===== src/erpc_defs.vh =====
// constants for the external reset pin control block
`ifndef ERPC_DEFS_VH
`define ERPC_DEFS_VH
// least low time on the reset pin that always resets, in clocks
`define ERPC_PIN_MIN_CYC      3'h4
// default reset delay held after an internal reset source goes away or from when the pin is confirmed low, in clocks
`define ERPC_RST_DELAY_CYC    16'h0040
// width of the reset delay counter
`define ERPC_DELAY_W          16
// reset cause vector bit positions
`define ERPC_CAUSE_POR        0
`define ERPC_CAUSE_PIN        1
`define ERPC_CAUSE_WDT        2
`define ERPC_CAUSE_STOP       3
`define ERPC_CAUSE_BOD        4
`define ERPC_CAUSE_W          5
// reset values of the cause flags
`define ERPC_CAUSE_RST        5'h01
`endif


===== src/erpc_pin_filter.v =====
// glitch filter that confirms the reset pin low for a set number of clocks
`timescale 1ns/1ps
`default_nettype none
`include "erpc_defs.vh"
module erpc_pin_filter #(
  parameter [2:0] MIN_CYC = `ERPC_PIN_MIN_CYC
) (
  input  wire clk,
  input  wire rst,
  input  wire pinLowSync,
  output reg  pinAsserted_ff
);
  reg  [2:0] lowCnt_ff;
  reg  [2:0] nxt_lowCnt;
  // count consecutive sampled low clocks
  always @* begin
    if (!pinLowSync)
      nxt_lowCnt = 3'h0;
    else if (lowCnt_ff != MIN_CYC)
      nxt_lowCnt = lowCnt_ff + 3'h1;
    else
      nxt_lowCnt = lowCnt_ff;
  end
  always @(posedge clk or posedge rst) begin
    if (rst) begin
      lowCnt_ff      <= 3'h0;
      pinAsserted_ff <= 1'b0;
    end else begin
      lowCnt_ff      <= nxt_lowCnt;
      pinAsserted_ff <= (nxt_lowCnt == MIN_CYC);
    end
  end
endmodule // erpc_pin_filter
`default_nettype wire


===== src/erpc_reset_ctrl.v =====
// reset sequencer for the external reset pin, debug unit and cause flags
// Summary of operation
// - system reset from pin, power-on, watchdog, stop exit or brown-out
// - pin low four clocks always resets; driver must hold four
// - device stays in reset while pin input held low
// - leaves reset on third clock edge after pin release past timeout
// - pin reset sets pin_reset_flag in watchdog control register
// - pin is open-drain low indicator during reset until the delay ends, or when port enables
// - internal resets also signalled on the pin
// - internal event drives pin low until its reset delay elapses
// - debug unit request resets chip but not debug unit
// - debug reset request bit clears itself during the reset
// - debug-started reset sets power-on flag in reset cause register
// - ports A, B, C default to input, alternates off, on reset
`timescale 1ns/1ps
`default_nettype none
`include "erpc_defs.vh"
module erpc_reset_ctrl #(
  parameter [`ERPC_DELAY_W-1:0] RST_DELAY_CYC = `ERPC_RST_DELAY_CYC,
  parameter                     PORT_W        = 8
) (
  input  wire              clk,
  input  wire              rst,
  input  wire              resetPinIn,
  output reg               resetPinOut_ff,
  output reg               resetPinOe_ff,
  input  wire              porEvent,
  input  wire              wdtTimeout,
  input  wire              stopExit,
  input  wire              bodWarning,
  input  wire              portIndicatorEn,
  input  wire              dbgResetSet,
  output reg               dbgResetReq_ff,
  input  wire              causeClear,
  output reg               sysReset_ff,
  output reg               pinResetFlag_ff,
  output reg  [4:0]        causeFlags_ff,
  output reg  [PORT_W-1:0] portADir_ff,
  output reg  [PORT_W-1:0] portBDir_ff,
  output reg  [PORT_W-1:0] portCDir_ff,
  output reg  [PORT_W-1:0] portAAlt_ff,
  output reg  [PORT_W-1:0] portBAlt_ff,
  output reg  [PORT_W-1:0] portCAlt_ff
);
  localparam [3:0] ST_RUN   = 4'h1;
  localparam [3:0] ST_HOLD  = 4'h2;
  localparam [3:0] ST_DELAY = 4'h4;
  localparam [3:0] ST_WAIT  = 4'h8;

  reg                     pinMeta_ff;
  reg                     pinLowSync_ff;
  reg                     oeDly1_ff;
  reg                     oeDly2_ff;
  reg                     pinExtLow;
  wire                    pinAsserted;
  reg  [3:0]              state_ff;
  reg  [3:0]              nxt_state;
  reg  [`ERPC_DELAY_W-1:0] delayCnt_ff;
  reg  [`ERPC_DELAY_W-1:0] nxt_delayCnt;
  reg                     internalEvt;
  reg                     anySource;
  reg                     dbgPending_ff;

  // states in which the device pulls the pin low itself
  function drivesPin;
    input [3:0] st;
    begin
      drivesPin = (st == ST_HOLD) | (st == ST_DELAY);
    end
  endfunction

  // two-stage synchroniser on the pin, stored inverted
  always @(posedge clk or posedge rst) begin
    if (rst) begin
      pinMeta_ff    <= 1'b0;
      pinLowSync_ff <= 1'b0;
      oeDly1_ff     <= 1'b1;
      oeDly2_ff     <= 1'b1;
    end else begin
      pinMeta_ff    <= ~resetPinIn;
      pinLowSync_ff <= pinMeta_ff;
      // own drive delayed to line up with the synchroniser
      oeDly1_ff     <= resetPinOe_ff;
      oeDly2_ff     <= oeDly1_ff;
    end
  end

  erpc_pin_filter #(
    .MIN_CYC (`ERPC_PIN_MIN_CYC)
  ) u_filter (
    .clk            (clk),
    .rst            (rst),
    .pinLowSync     (pinExtLow),
    .pinAsserted_ff (pinAsserted)
  );

  always @* begin
    internalEvt = porEvent | wdtTimeout | stopExit | bodWarning | dbgResetReq_ff;
    anySource   = internalEvt | pinAsserted;
    // own pull-down must not latch the device in reset
    pinExtLow   = pinLowSync_ff & ~oeDly2_ff;
  end

  // sequencer: hold while an internal source stays, then count the delay
  always @* begin
    nxt_state    = state_ff;
    nxt_delayCnt = delayCnt_ff;
    case (state_ff)
      ST_RUN: begin
        if (internalEvt) begin
          nxt_state    = ST_HOLD;
          nxt_delayCnt = RST_DELAY_CYC;
        end else if (pinAsserted) begin
          nxt_state    = ST_DELAY;
          nxt_delayCnt = RST_DELAY_CYC;
        end
      end
      // internal source still present
      ST_HOLD: begin
        nxt_delayCnt = RST_DELAY_CYC;
        if (!internalEvt)
          nxt_state = ST_DELAY;
      end
      // pull the pin for the reset delay
      ST_DELAY: begin
        if (internalEvt) begin
          nxt_state    = ST_HOLD;
          nxt_delayCnt = RST_DELAY_CYC;
        end else if (delayCnt_ff <= 16'h0001) begin
          nxt_state = ST_WAIT;
        end else begin
          nxt_delayCnt = delayCnt_ff - 16'h0001;
        end
      end
      // pin released by us, stay until it reads high
      ST_WAIT: begin
        if (internalEvt) begin
          nxt_state    = ST_HOLD;
          nxt_delayCnt = RST_DELAY_CYC;
        end else if (!oeDly2_ff && !pinLowSync_ff) begin
          nxt_state = ST_RUN;
        end
      end
      default: begin
        nxt_state    = ST_HOLD;
        nxt_delayCnt = RST_DELAY_CYC;
      end
    endcase
  end

  // state, reset output and pin indicator
  always @(posedge clk or posedge rst) begin
    if (rst) begin
      state_ff       <= ST_HOLD;
      delayCnt_ff    <= `ERPC_RST_DELAY_CYC;
      sysReset_ff    <= 1'b1;
      resetPinOut_ff <= 1'b0;
      resetPinOe_ff  <= 1'b1;
    end else begin
      state_ff    <= nxt_state;
      delayCnt_ff <= nxt_delayCnt;
      sysReset_ff <= (nxt_state != ST_RUN);
      resetPinOut_ff <= 1'b0;
      // indicator while holding or counting the reset delay, or port enable
      resetPinOe_ff <= drivesPin(nxt_state) | internalEvt | portIndicatorEn;
    end
  end

  // debug unit request, kept out of the system reset
  always @(posedge clk or posedge rst) begin
    if (rst) begin
      dbgResetReq_ff <= 1'b0;
      dbgPending_ff  <= 1'b0;
    end else begin
      // set request; clear once reset entered
      if (dbgResetSet)
        dbgResetReq_ff <= 1'b1;
      else if (sysReset_ff && dbgResetReq_ff)
        dbgResetReq_ff <= 1'b0;
      if (dbgResetReq_ff && sysReset_ff)
        dbgPending_ff <= 1'b1;
      else if (!sysReset_ff)
        dbgPending_ff <= 1'b0;
    end
  end

  // cause flags, set wins over clear
  always @(posedge clk or posedge rst) begin
    if (rst) begin
      causeFlags_ff   <= `ERPC_CAUSE_RST;
      pinResetFlag_ff <= 1'b0;
    end else begin
      if (pinAsserted)
        pinResetFlag_ff <= 1'b1;
      else if (causeClear)
        pinResetFlag_ff <= 1'b0;
      causeFlags_ff <= (causeClear ? 5'h00 : causeFlags_ff)
                     | {bodWarning, stopExit, wdtTimeout, pinAsserted,
                        porEvent | dbgPending_ff};
    end
  end

  always @(posedge clk or posedge rst) begin
    if (rst) begin
      portADir_ff <= {PORT_W{1'b0}};
      portBDir_ff <= {PORT_W{1'b0}};
      portCDir_ff <= {PORT_W{1'b0}};
      portAAlt_ff <= {PORT_W{1'b0}};
      portBAlt_ff <= {PORT_W{1'b0}};
      portCAlt_ff <= {PORT_W{1'b0}};
    end else if (sysReset_ff) begin
      portADir_ff <= {PORT_W{1'b0}};
      portBDir_ff <= {PORT_W{1'b0}};
      portCDir_ff <= {PORT_W{1'b0}};
      portAAlt_ff <= {PORT_W{1'b0}};
      portBAlt_ff <= {PORT_W{1'b0}};
      portCAlt_ff <= {PORT_W{1'b0}};
    end
  end
endmodule // erpc_reset_ctrl
`default_nettype wire


===== config.mk =====
export PLATFORM = sky130hd
export DESIGN_NAME = erpc_reset_ctrl
export DESIGN_NICKNAME = d
export VERILOG_FILES = /design/src/erpc_pin_filter.v /design/src/erpc_reset_ctrl.v
export VERILOG_INCLUDE_DIRS = /design/src
export SDC_FILE = /design/constraint.sdc
export NUM_CORES = 1
export LEC_CHECK = 0
export BUFFER_PORTS_ARGS = -buffer_cell sky130_fd_sc_hd__buf_2
export CAP_MARGIN = 20
export CORE_MARGIN = 5
export CORE_UTILIZATION = 48
export CTS_CLUSTER_SIZE = 10
export DETAILED_ROUTE_END_ITERATION = 6
export GPL_TIMING_DRIVEN = 0
export MAX_ROUTING_LAYER = met4
export PLACE_DENSITY = 0.85
export REMOVE_ABC_BUFFERS = 1
export SLEW_MARGIN = 30
export SYNTH_ARGS = -nofsm -noshare
export SYNTH_HDL_FRONTEND = slang
export SYNTH_SLANG_ARGS = --single-unit

===== constraint.sdc =====
create_clock -name clk -period 3.9 [get_ports clk]
set_input_delay 0.78 -clock clk [delete_from_list [all_inputs] [get_ports clk]]
set_output_delay 0.78 -clock clk [all_outputs]
set_load 0.005 [all_outputs]

# Word level (Yosys, flattened, before mapping)
# Index checks and enable logic that the tools add are counted.
op_classes:
  n_bitwise: 12
  mux: 23
  reduce_logical: 7
  eq_ne: 13
  n_addsub: 2
  order_cmp: 1
op_table:
  columns: ["op", "count"]
  rows:
  - ["2-to-1 mux 16 bit", 5]
  - ["case mux 16 bit (3 select lines)", 1]
  - ["2-to-1 mux 4 bit", 7]
  - ["less-or-equal comparator 16 x 1 -> 1 bit, second input constant", 1]
  - ["case mux 4 bit (4 select lines)", 1]
  - ["subtractor 16 x 1 -> 16 bit, second input constant", 1]
  - ["equality test 4 x 2 -> 1 bit, second input constant", 2]
  - ["equality test 4 x 3 -> 1 bit, second input constant", 2]
  - ["OR 1 bit", 8]
  - ["2-to-1 mux 1 bit", 6]
  - ["2-to-1 mux 3 bit", 2]
  - ["inequality test 3 bit, second input constant", 2]
  - ["2-to-1 mux 5 bit", 1]
  - ["OR 5 bit", 1]
  - ["equality test 4 x 1 -> 1 bit, second input constant", 1]
  - ["equality test 4 bit, second input constant", 1]
  - ["inequality test 4 x 1 -> 1 bit, second input constant", 1]
  - ["nonzero test 2 bit", 2]
  - ["adder 3 x 1 -> 3 bit, second input constant", 1]
  - ["equality test 3 bit, second input constant", 1]
  - ["inequality test 3 x 2 -> 1 bit, second input constant", 1]
  - ["AND reduction 3 bit", 1]
  - ["logical AND 1 bit", 2]
  - ["zero test 1 bit", 2]
  - ["4 further kinds", 5]
word_totals:
  in_bits: 10
  out_inout_bits: 58
  ff_bits: 38
  wordCells: 72

# Logic depth before layout (Yosys ltp)
depth:
  word_depth: 10
  depth_mapped: 8
  ltp_nobuf: 7

# Modules after synthesis
# A second synthesis with hierarchy kept.
hier_totals:
  cells_unflattened: 236
  area_unflattened_um2: 2357.3
by_module_without_submodules:
  columns: ["module", "cells_each", "seq_area_each_um2", "n_inst", "area_per_inst_um2"]
  rows:
  - ["erpc_reset_ctrl", 216, 859.6, 1, 2144.6]
  - ["erpc_pin_filter", 20, 100.1, 1, 212.7]

# Least setup slack after synthesis
# OpenSTA, ideal clock, no wires.
synth_path:
  kind: "input to register"
  startpoint: "in porEvent"
  endpoint: "reg sysReset_ff"
  path_buffers: 0
  arrival_time_ns: 1.972
  t_required_ns: 3.817
  path_slack_ns: 1.845
  path_stages: 4
  setup_time_ns: 0.083
  path_cell_list: "nor3_1 -> nand2_1 -> or4_1 -> a221o_1"
synth_between:
  elab_chain_len: 7
  word_cells_on_any_way: 10
  classes_between: "eq/ne: 1; mux: 5; bitwise: 4"
synth_rtl:
  columns: ["item", "line_no", "source"]
  rows:
  - ["start, declared", "erpc_reset_ctrl.v:27", "input wire porEvent,"]
  - ["OR 1 bit * (4 in series)", "erpc_reset_ctrl.v:98", "internalEvt = porEvent | wdtTimeout | stopExit | bodWarning | dbgResetReq_ff;"]
  - ["2-to-1 mux 4 bit, on equally long branches", null, null]
  - ["case mux 4 bit (4 select lines) *", "erpc_reset_ctrl.v:108", "case (state_ff)"]
  - ["inequality test 4 x 1 -> 1 bit *", "erpc_reset_ctrl.v:162", "sysReset_ff <= (nxt_state != ST_RUN);"]
  - ["end signal, assigned", "erpc_reset_ctrl.v:162", null]
  - ["end, declared", "erpc_reset_ctrl.v:35", "output reg sysReset_ff,"]
# Mark *: on every way between the ends. The rest lies on a longest branch, timed or not.
# A chain may end at the register's enable or synchronous reset.

# Worst setup path after layout
layout_path:
  startpoint: "reg state_ff[0]"
  endpoint: "reg delayCnt_ff[4]"
layout_between:
  elab_chain_len: 3
  word_cells_on_any_way: 8
  classes_between: "eq/ne: 6; mux: 1; reduce/logical: 1"
layout_rtl:
  columns: ["item", "line_no", "source"]
  rows:
  - ["start, declared", "erpc_reset_ctrl.v:56", "reg [3:0] state_ff;"]
  - ["start signal, assigned", "erpc_reset_ctrl.v:160", "state_ff <= nxt_state;"]
  - ["equality test 4 x 1 -> 1 bit (tied with other cells)", "erpc_reset_ctrl.v:108", null]
  - ["inequality test 3 x 2 -> 1 bit (no line) (tied with other cells)", null, null]
  - ["AND reduction 3 bit (no line)", null, null]
  - ["end signal, assigned", "erpc_reset_ctrl.v:155", "delayCnt_ff <= `ERPC_RST_DELAY_CYC;"]
  - ["end signal, assigned", "erpc_reset_ctrl.v:161", "delayCnt_ff <= nxt_delayCnt;"]
  - ["end, declared", "erpc_reset_ctrl.v:58", "reg [`ERPC_DELAY_W-1:0] delayCnt_ff;"]
# Parallel ways exist; a longest one is shown, timed or not.

==> impl_results.md <==
- Max Cap Violations: 0
- Mapped Cells: between 200 and 250
- Die width: 79.7 µm
- Max Root-Sink Buffers: 2
- CTS Sinks: 38
- Setup TNS: 0 ns
- All-Layer GR Usage: 0.139
- Final clock skew: approximately 0.006 ns
- Status: finished, final reports clean
- Maximum vdd ir drop: between 150 and 200 µV
- Period utilisation layout: 0.604
- Area of the multi-input gates: approximately 0.0011 mm²
- Ranking of synthesized cells by area: dfrtp_1, buf_4, dfstp_2
- Hpwl dp: ~3 mm
- PortBufs: 18
- Slew at the pin with the worst max-slew slack: around 0.8 ns
- Synth unique cells: 55
- Initial antenna violation count: 0
- Yosys top cell area share: 0.333
- Post-synth EDFFs: 0
- Yosys warnings: 0
- Post-Synth XOR/XNOR Area: 0.0451
- Setup bufs post-CTS: 0
- H-tree levels: 2
- # setup viols final: 0
- Clock Tree Root: clkbuf_8
- Num CTS Buffers: 5
- Simple-gate area share of the yosys netlist: 0.191
- Largest net degree at the start of global routing: 39
- I/O pin cnt: 68
- Max stage delay cell, worst path: nor4b_1
- DR DRC count: 0
- Gr ovfl total: 0
- Slew headroom: 0.449
- Biggest area consumer among synthesized cells: dfrtp_1
- Main combinational cell family by area after synthesis: buffers and inverters
- Initial DRC count: between 150 and 200
- Initial Util: 0.493
- GPL Wtd Cong: approximately 0.9
- Mux contribution to synthesized area: 0.00430
- Area grow syn2layout: 3.71%
- Seq cells post-synth: 38
- DRT Pass-1 Iters: 4
- Vias/cell: 4.91
- Reg area: roughly 960 µm²
- Seq/Total Area, Yosys: 0.412
- WL per Instance: 12.4 µm
- Minimum clock period: between 2 and 2.5 ns
- Post-Syn Area: between 0.002 and 0.0025 mm²
- Count leader, synth: buf_4
- DR vias: 1597
- Fmax: about 420 MHz
- HP Class: reg2reg
- Power Density: ~350 mW/mm²
- Worst-Skew Late Latency: between 0.2 and 0.3 ns
- Total Nets Final: roughly 270
- Core Box Area: about 0.0047 mm²
- Hold Fails Final Rpt: 0
- Post-CTS resize count: 0
- Ys flop type: dfrtp_1
- Fillcell total: between 400 and 500
- DIE AREA: between 0.006 and 0.007 mm²
- CP peak stage delay: about 0.75 ns
- Routed Antenna Nets: 0
- Post-synthesis adder-cell area fraction: 0.0215
- Final Hold Slack: 0.354 ns
- Final Max Tran Viols: 0
- Max Fanout on Critical Path: 8
- Cells along the critical path: nor4b_1 -> nand3_1 -> o2111ai_2 -> xor2_1 -> nor2_1
- Final WL: between 4 and 5 mm
- Critical path startpoint category: flop
- Critical Path AT: around 2.5 ns
- Crit path kind: reg2reg
- CP required: about 4.0 ns
- Die Ht: between 70 and 80 µm
- Antenna cell count: 0
- CTS hold repair buffers: 0
- First-pass GRT wire length: around 6.7 mm
- Final worst setup slack: about 1.5 ns
- Row cnt: 25
- Top cells by count, synth: buf_4, dfrtp_1, nor2_1
- Static Leakage: around 0.0011 µW
- Fraction of registers with async set/reset: 1.00
- Syn avg cell area: between 9 and 10 µm²
- RSZ-0062 raised after global routing: false
- Dpl ws: 1.48 ns
- CTS tree: yes
- Share of cells above drive strength 1: 0.194
- Fraction of the mapped netlist area in compound gates: 0.131
- CTS clock-pin slew for the worst setup and hold paths: ~0.07 ns
- Reg2Reg Setup Slack: 1.54 ns
- CP Capture Type: flop
- Vias in the first global route: between 1.5k and 2k
==> metrics by stage <==
| step | instances | power, µW | cell area [µm²] | utilization |
|---|---|---|---|---|
| CTS | 325 | 846 | 2420 | 0.512 |
| global route | 325 | 875 | 2420 | 0.512 |
| finish | 325 | 838 | 2420 | 0.512 |
| floorplan | 232 | 430 | 2090 | - |
| detailed placement | 317 | 441 | 2270 | 0.481 |
| global placement | 317 | 440 | 2270 | 0.480 |
==> critical path: cells and delay by family, from the launching register on <==
kind	cells	cell delay (ns)
AO/OA/AOI/OAI	1	0.31
flip-flops	1	0.48
AND/OR/NAND/NOR	3	1.22
XOR/XNOR	1	0.20
==> layout by cell type, fill, tap and decap left out, drive strengths merged, types with 3 or more instances in the layout <==
cell    synthesis  layout
inv            10      10
a21o            7       7
dfrtp          31      31
xnor2           6       6
xor2            6       6
buf            51      18
nand3           3       3
or3             3       3
dfstp           7       7
or4             5       5
a21oi           6       6
ha              4       4
nand4           4       4
nor2           25      25
clkbuf          3       6
nand2          14      14
a211oi          6       6
nand2b          3       3
conb            1      49
nor3            9       9
o211ai          4       4
==> flip-flops by register name, summed over array words and instances (netlist names) <==
register and flops:
pinMeta_ff 1, dbgResetReq_ff 1, state_ff 4, sysReset_ff 1, delayCnt_ff 16, oeDly1_ff 1
pinResetFlag_ff 1, dbgPending_ff 1, oeDly2_ff 1, u_filter.lowCnt_ff 3, pinLowSync_ff 1, resetPinOe_ff 1
u_filter.pinAsserted_ff 1, causeFlags_ff 5
==> logic make-up (layout without fill, tap and decap cells) <==
kind of cell / Yosys count / after routing
multiplexers: 1 / 1
other: 1 / 49
AO/OA/AOI/OAI: 39 / 39
flip-flops: 38 / 38
AND/OR/NAND/NOR: 79 / 79
XOR/XNOR: 12 / 12
buffers and inverters: 64 / 36
adder cells (fa/ha/maj): 4 / 4
==> area by class of cell <==
type                            instances  share of cell area
Multi-Input combinational cell        184               0.456
Sequential cell                        38               0.397
Timing Repair Buffer                   18              0.0373
Tap cell                               67              0.0347
Clock buffer                            6              0.0342
Clock inverter                          2              0.0249
Inverter                               10              0.0155
==> path summary, 6_finish.rpt <==
check,start,endpoint,cells past startpoint
worst max-delay path,state_ff[0],delayCnt_ff[4],5
worst min-delay path,pinMeta_ff,pinLowSync_ff,0
worst max register to register,state_ff[0],delayCnt_ff[4],5
worst min register to register,pinMeta_ff,pinLowSync_ff,0
max in group asynchronous,rst,delayCnt_ff[9],2
min in group asynchronous,rst,causeFlags_ff[4],2
==> report_power, final <==
group / switching, µW / internal, µW
Sequential: 2.32 / 398
Clock: 131 / 273
Combinational: 25.8 / 8.02
Total: 159 / 679
==> per-layer routing <==
| metal | vias up | GRT usage | wire length, µm |
|---|---|---|---|
| li1 | 756 | - | - |
| met1 | 747 | 0.166 | 1710 |
| met2 | 87 | 0.214 | 1860 |
| met3 | 7 | 0.0474 | 394 |
| met4 | 0 | 0.0584 | 71 |
| met5 | - | - | 0 |
No activity file was read; power rests on OpenSTA's default activity.
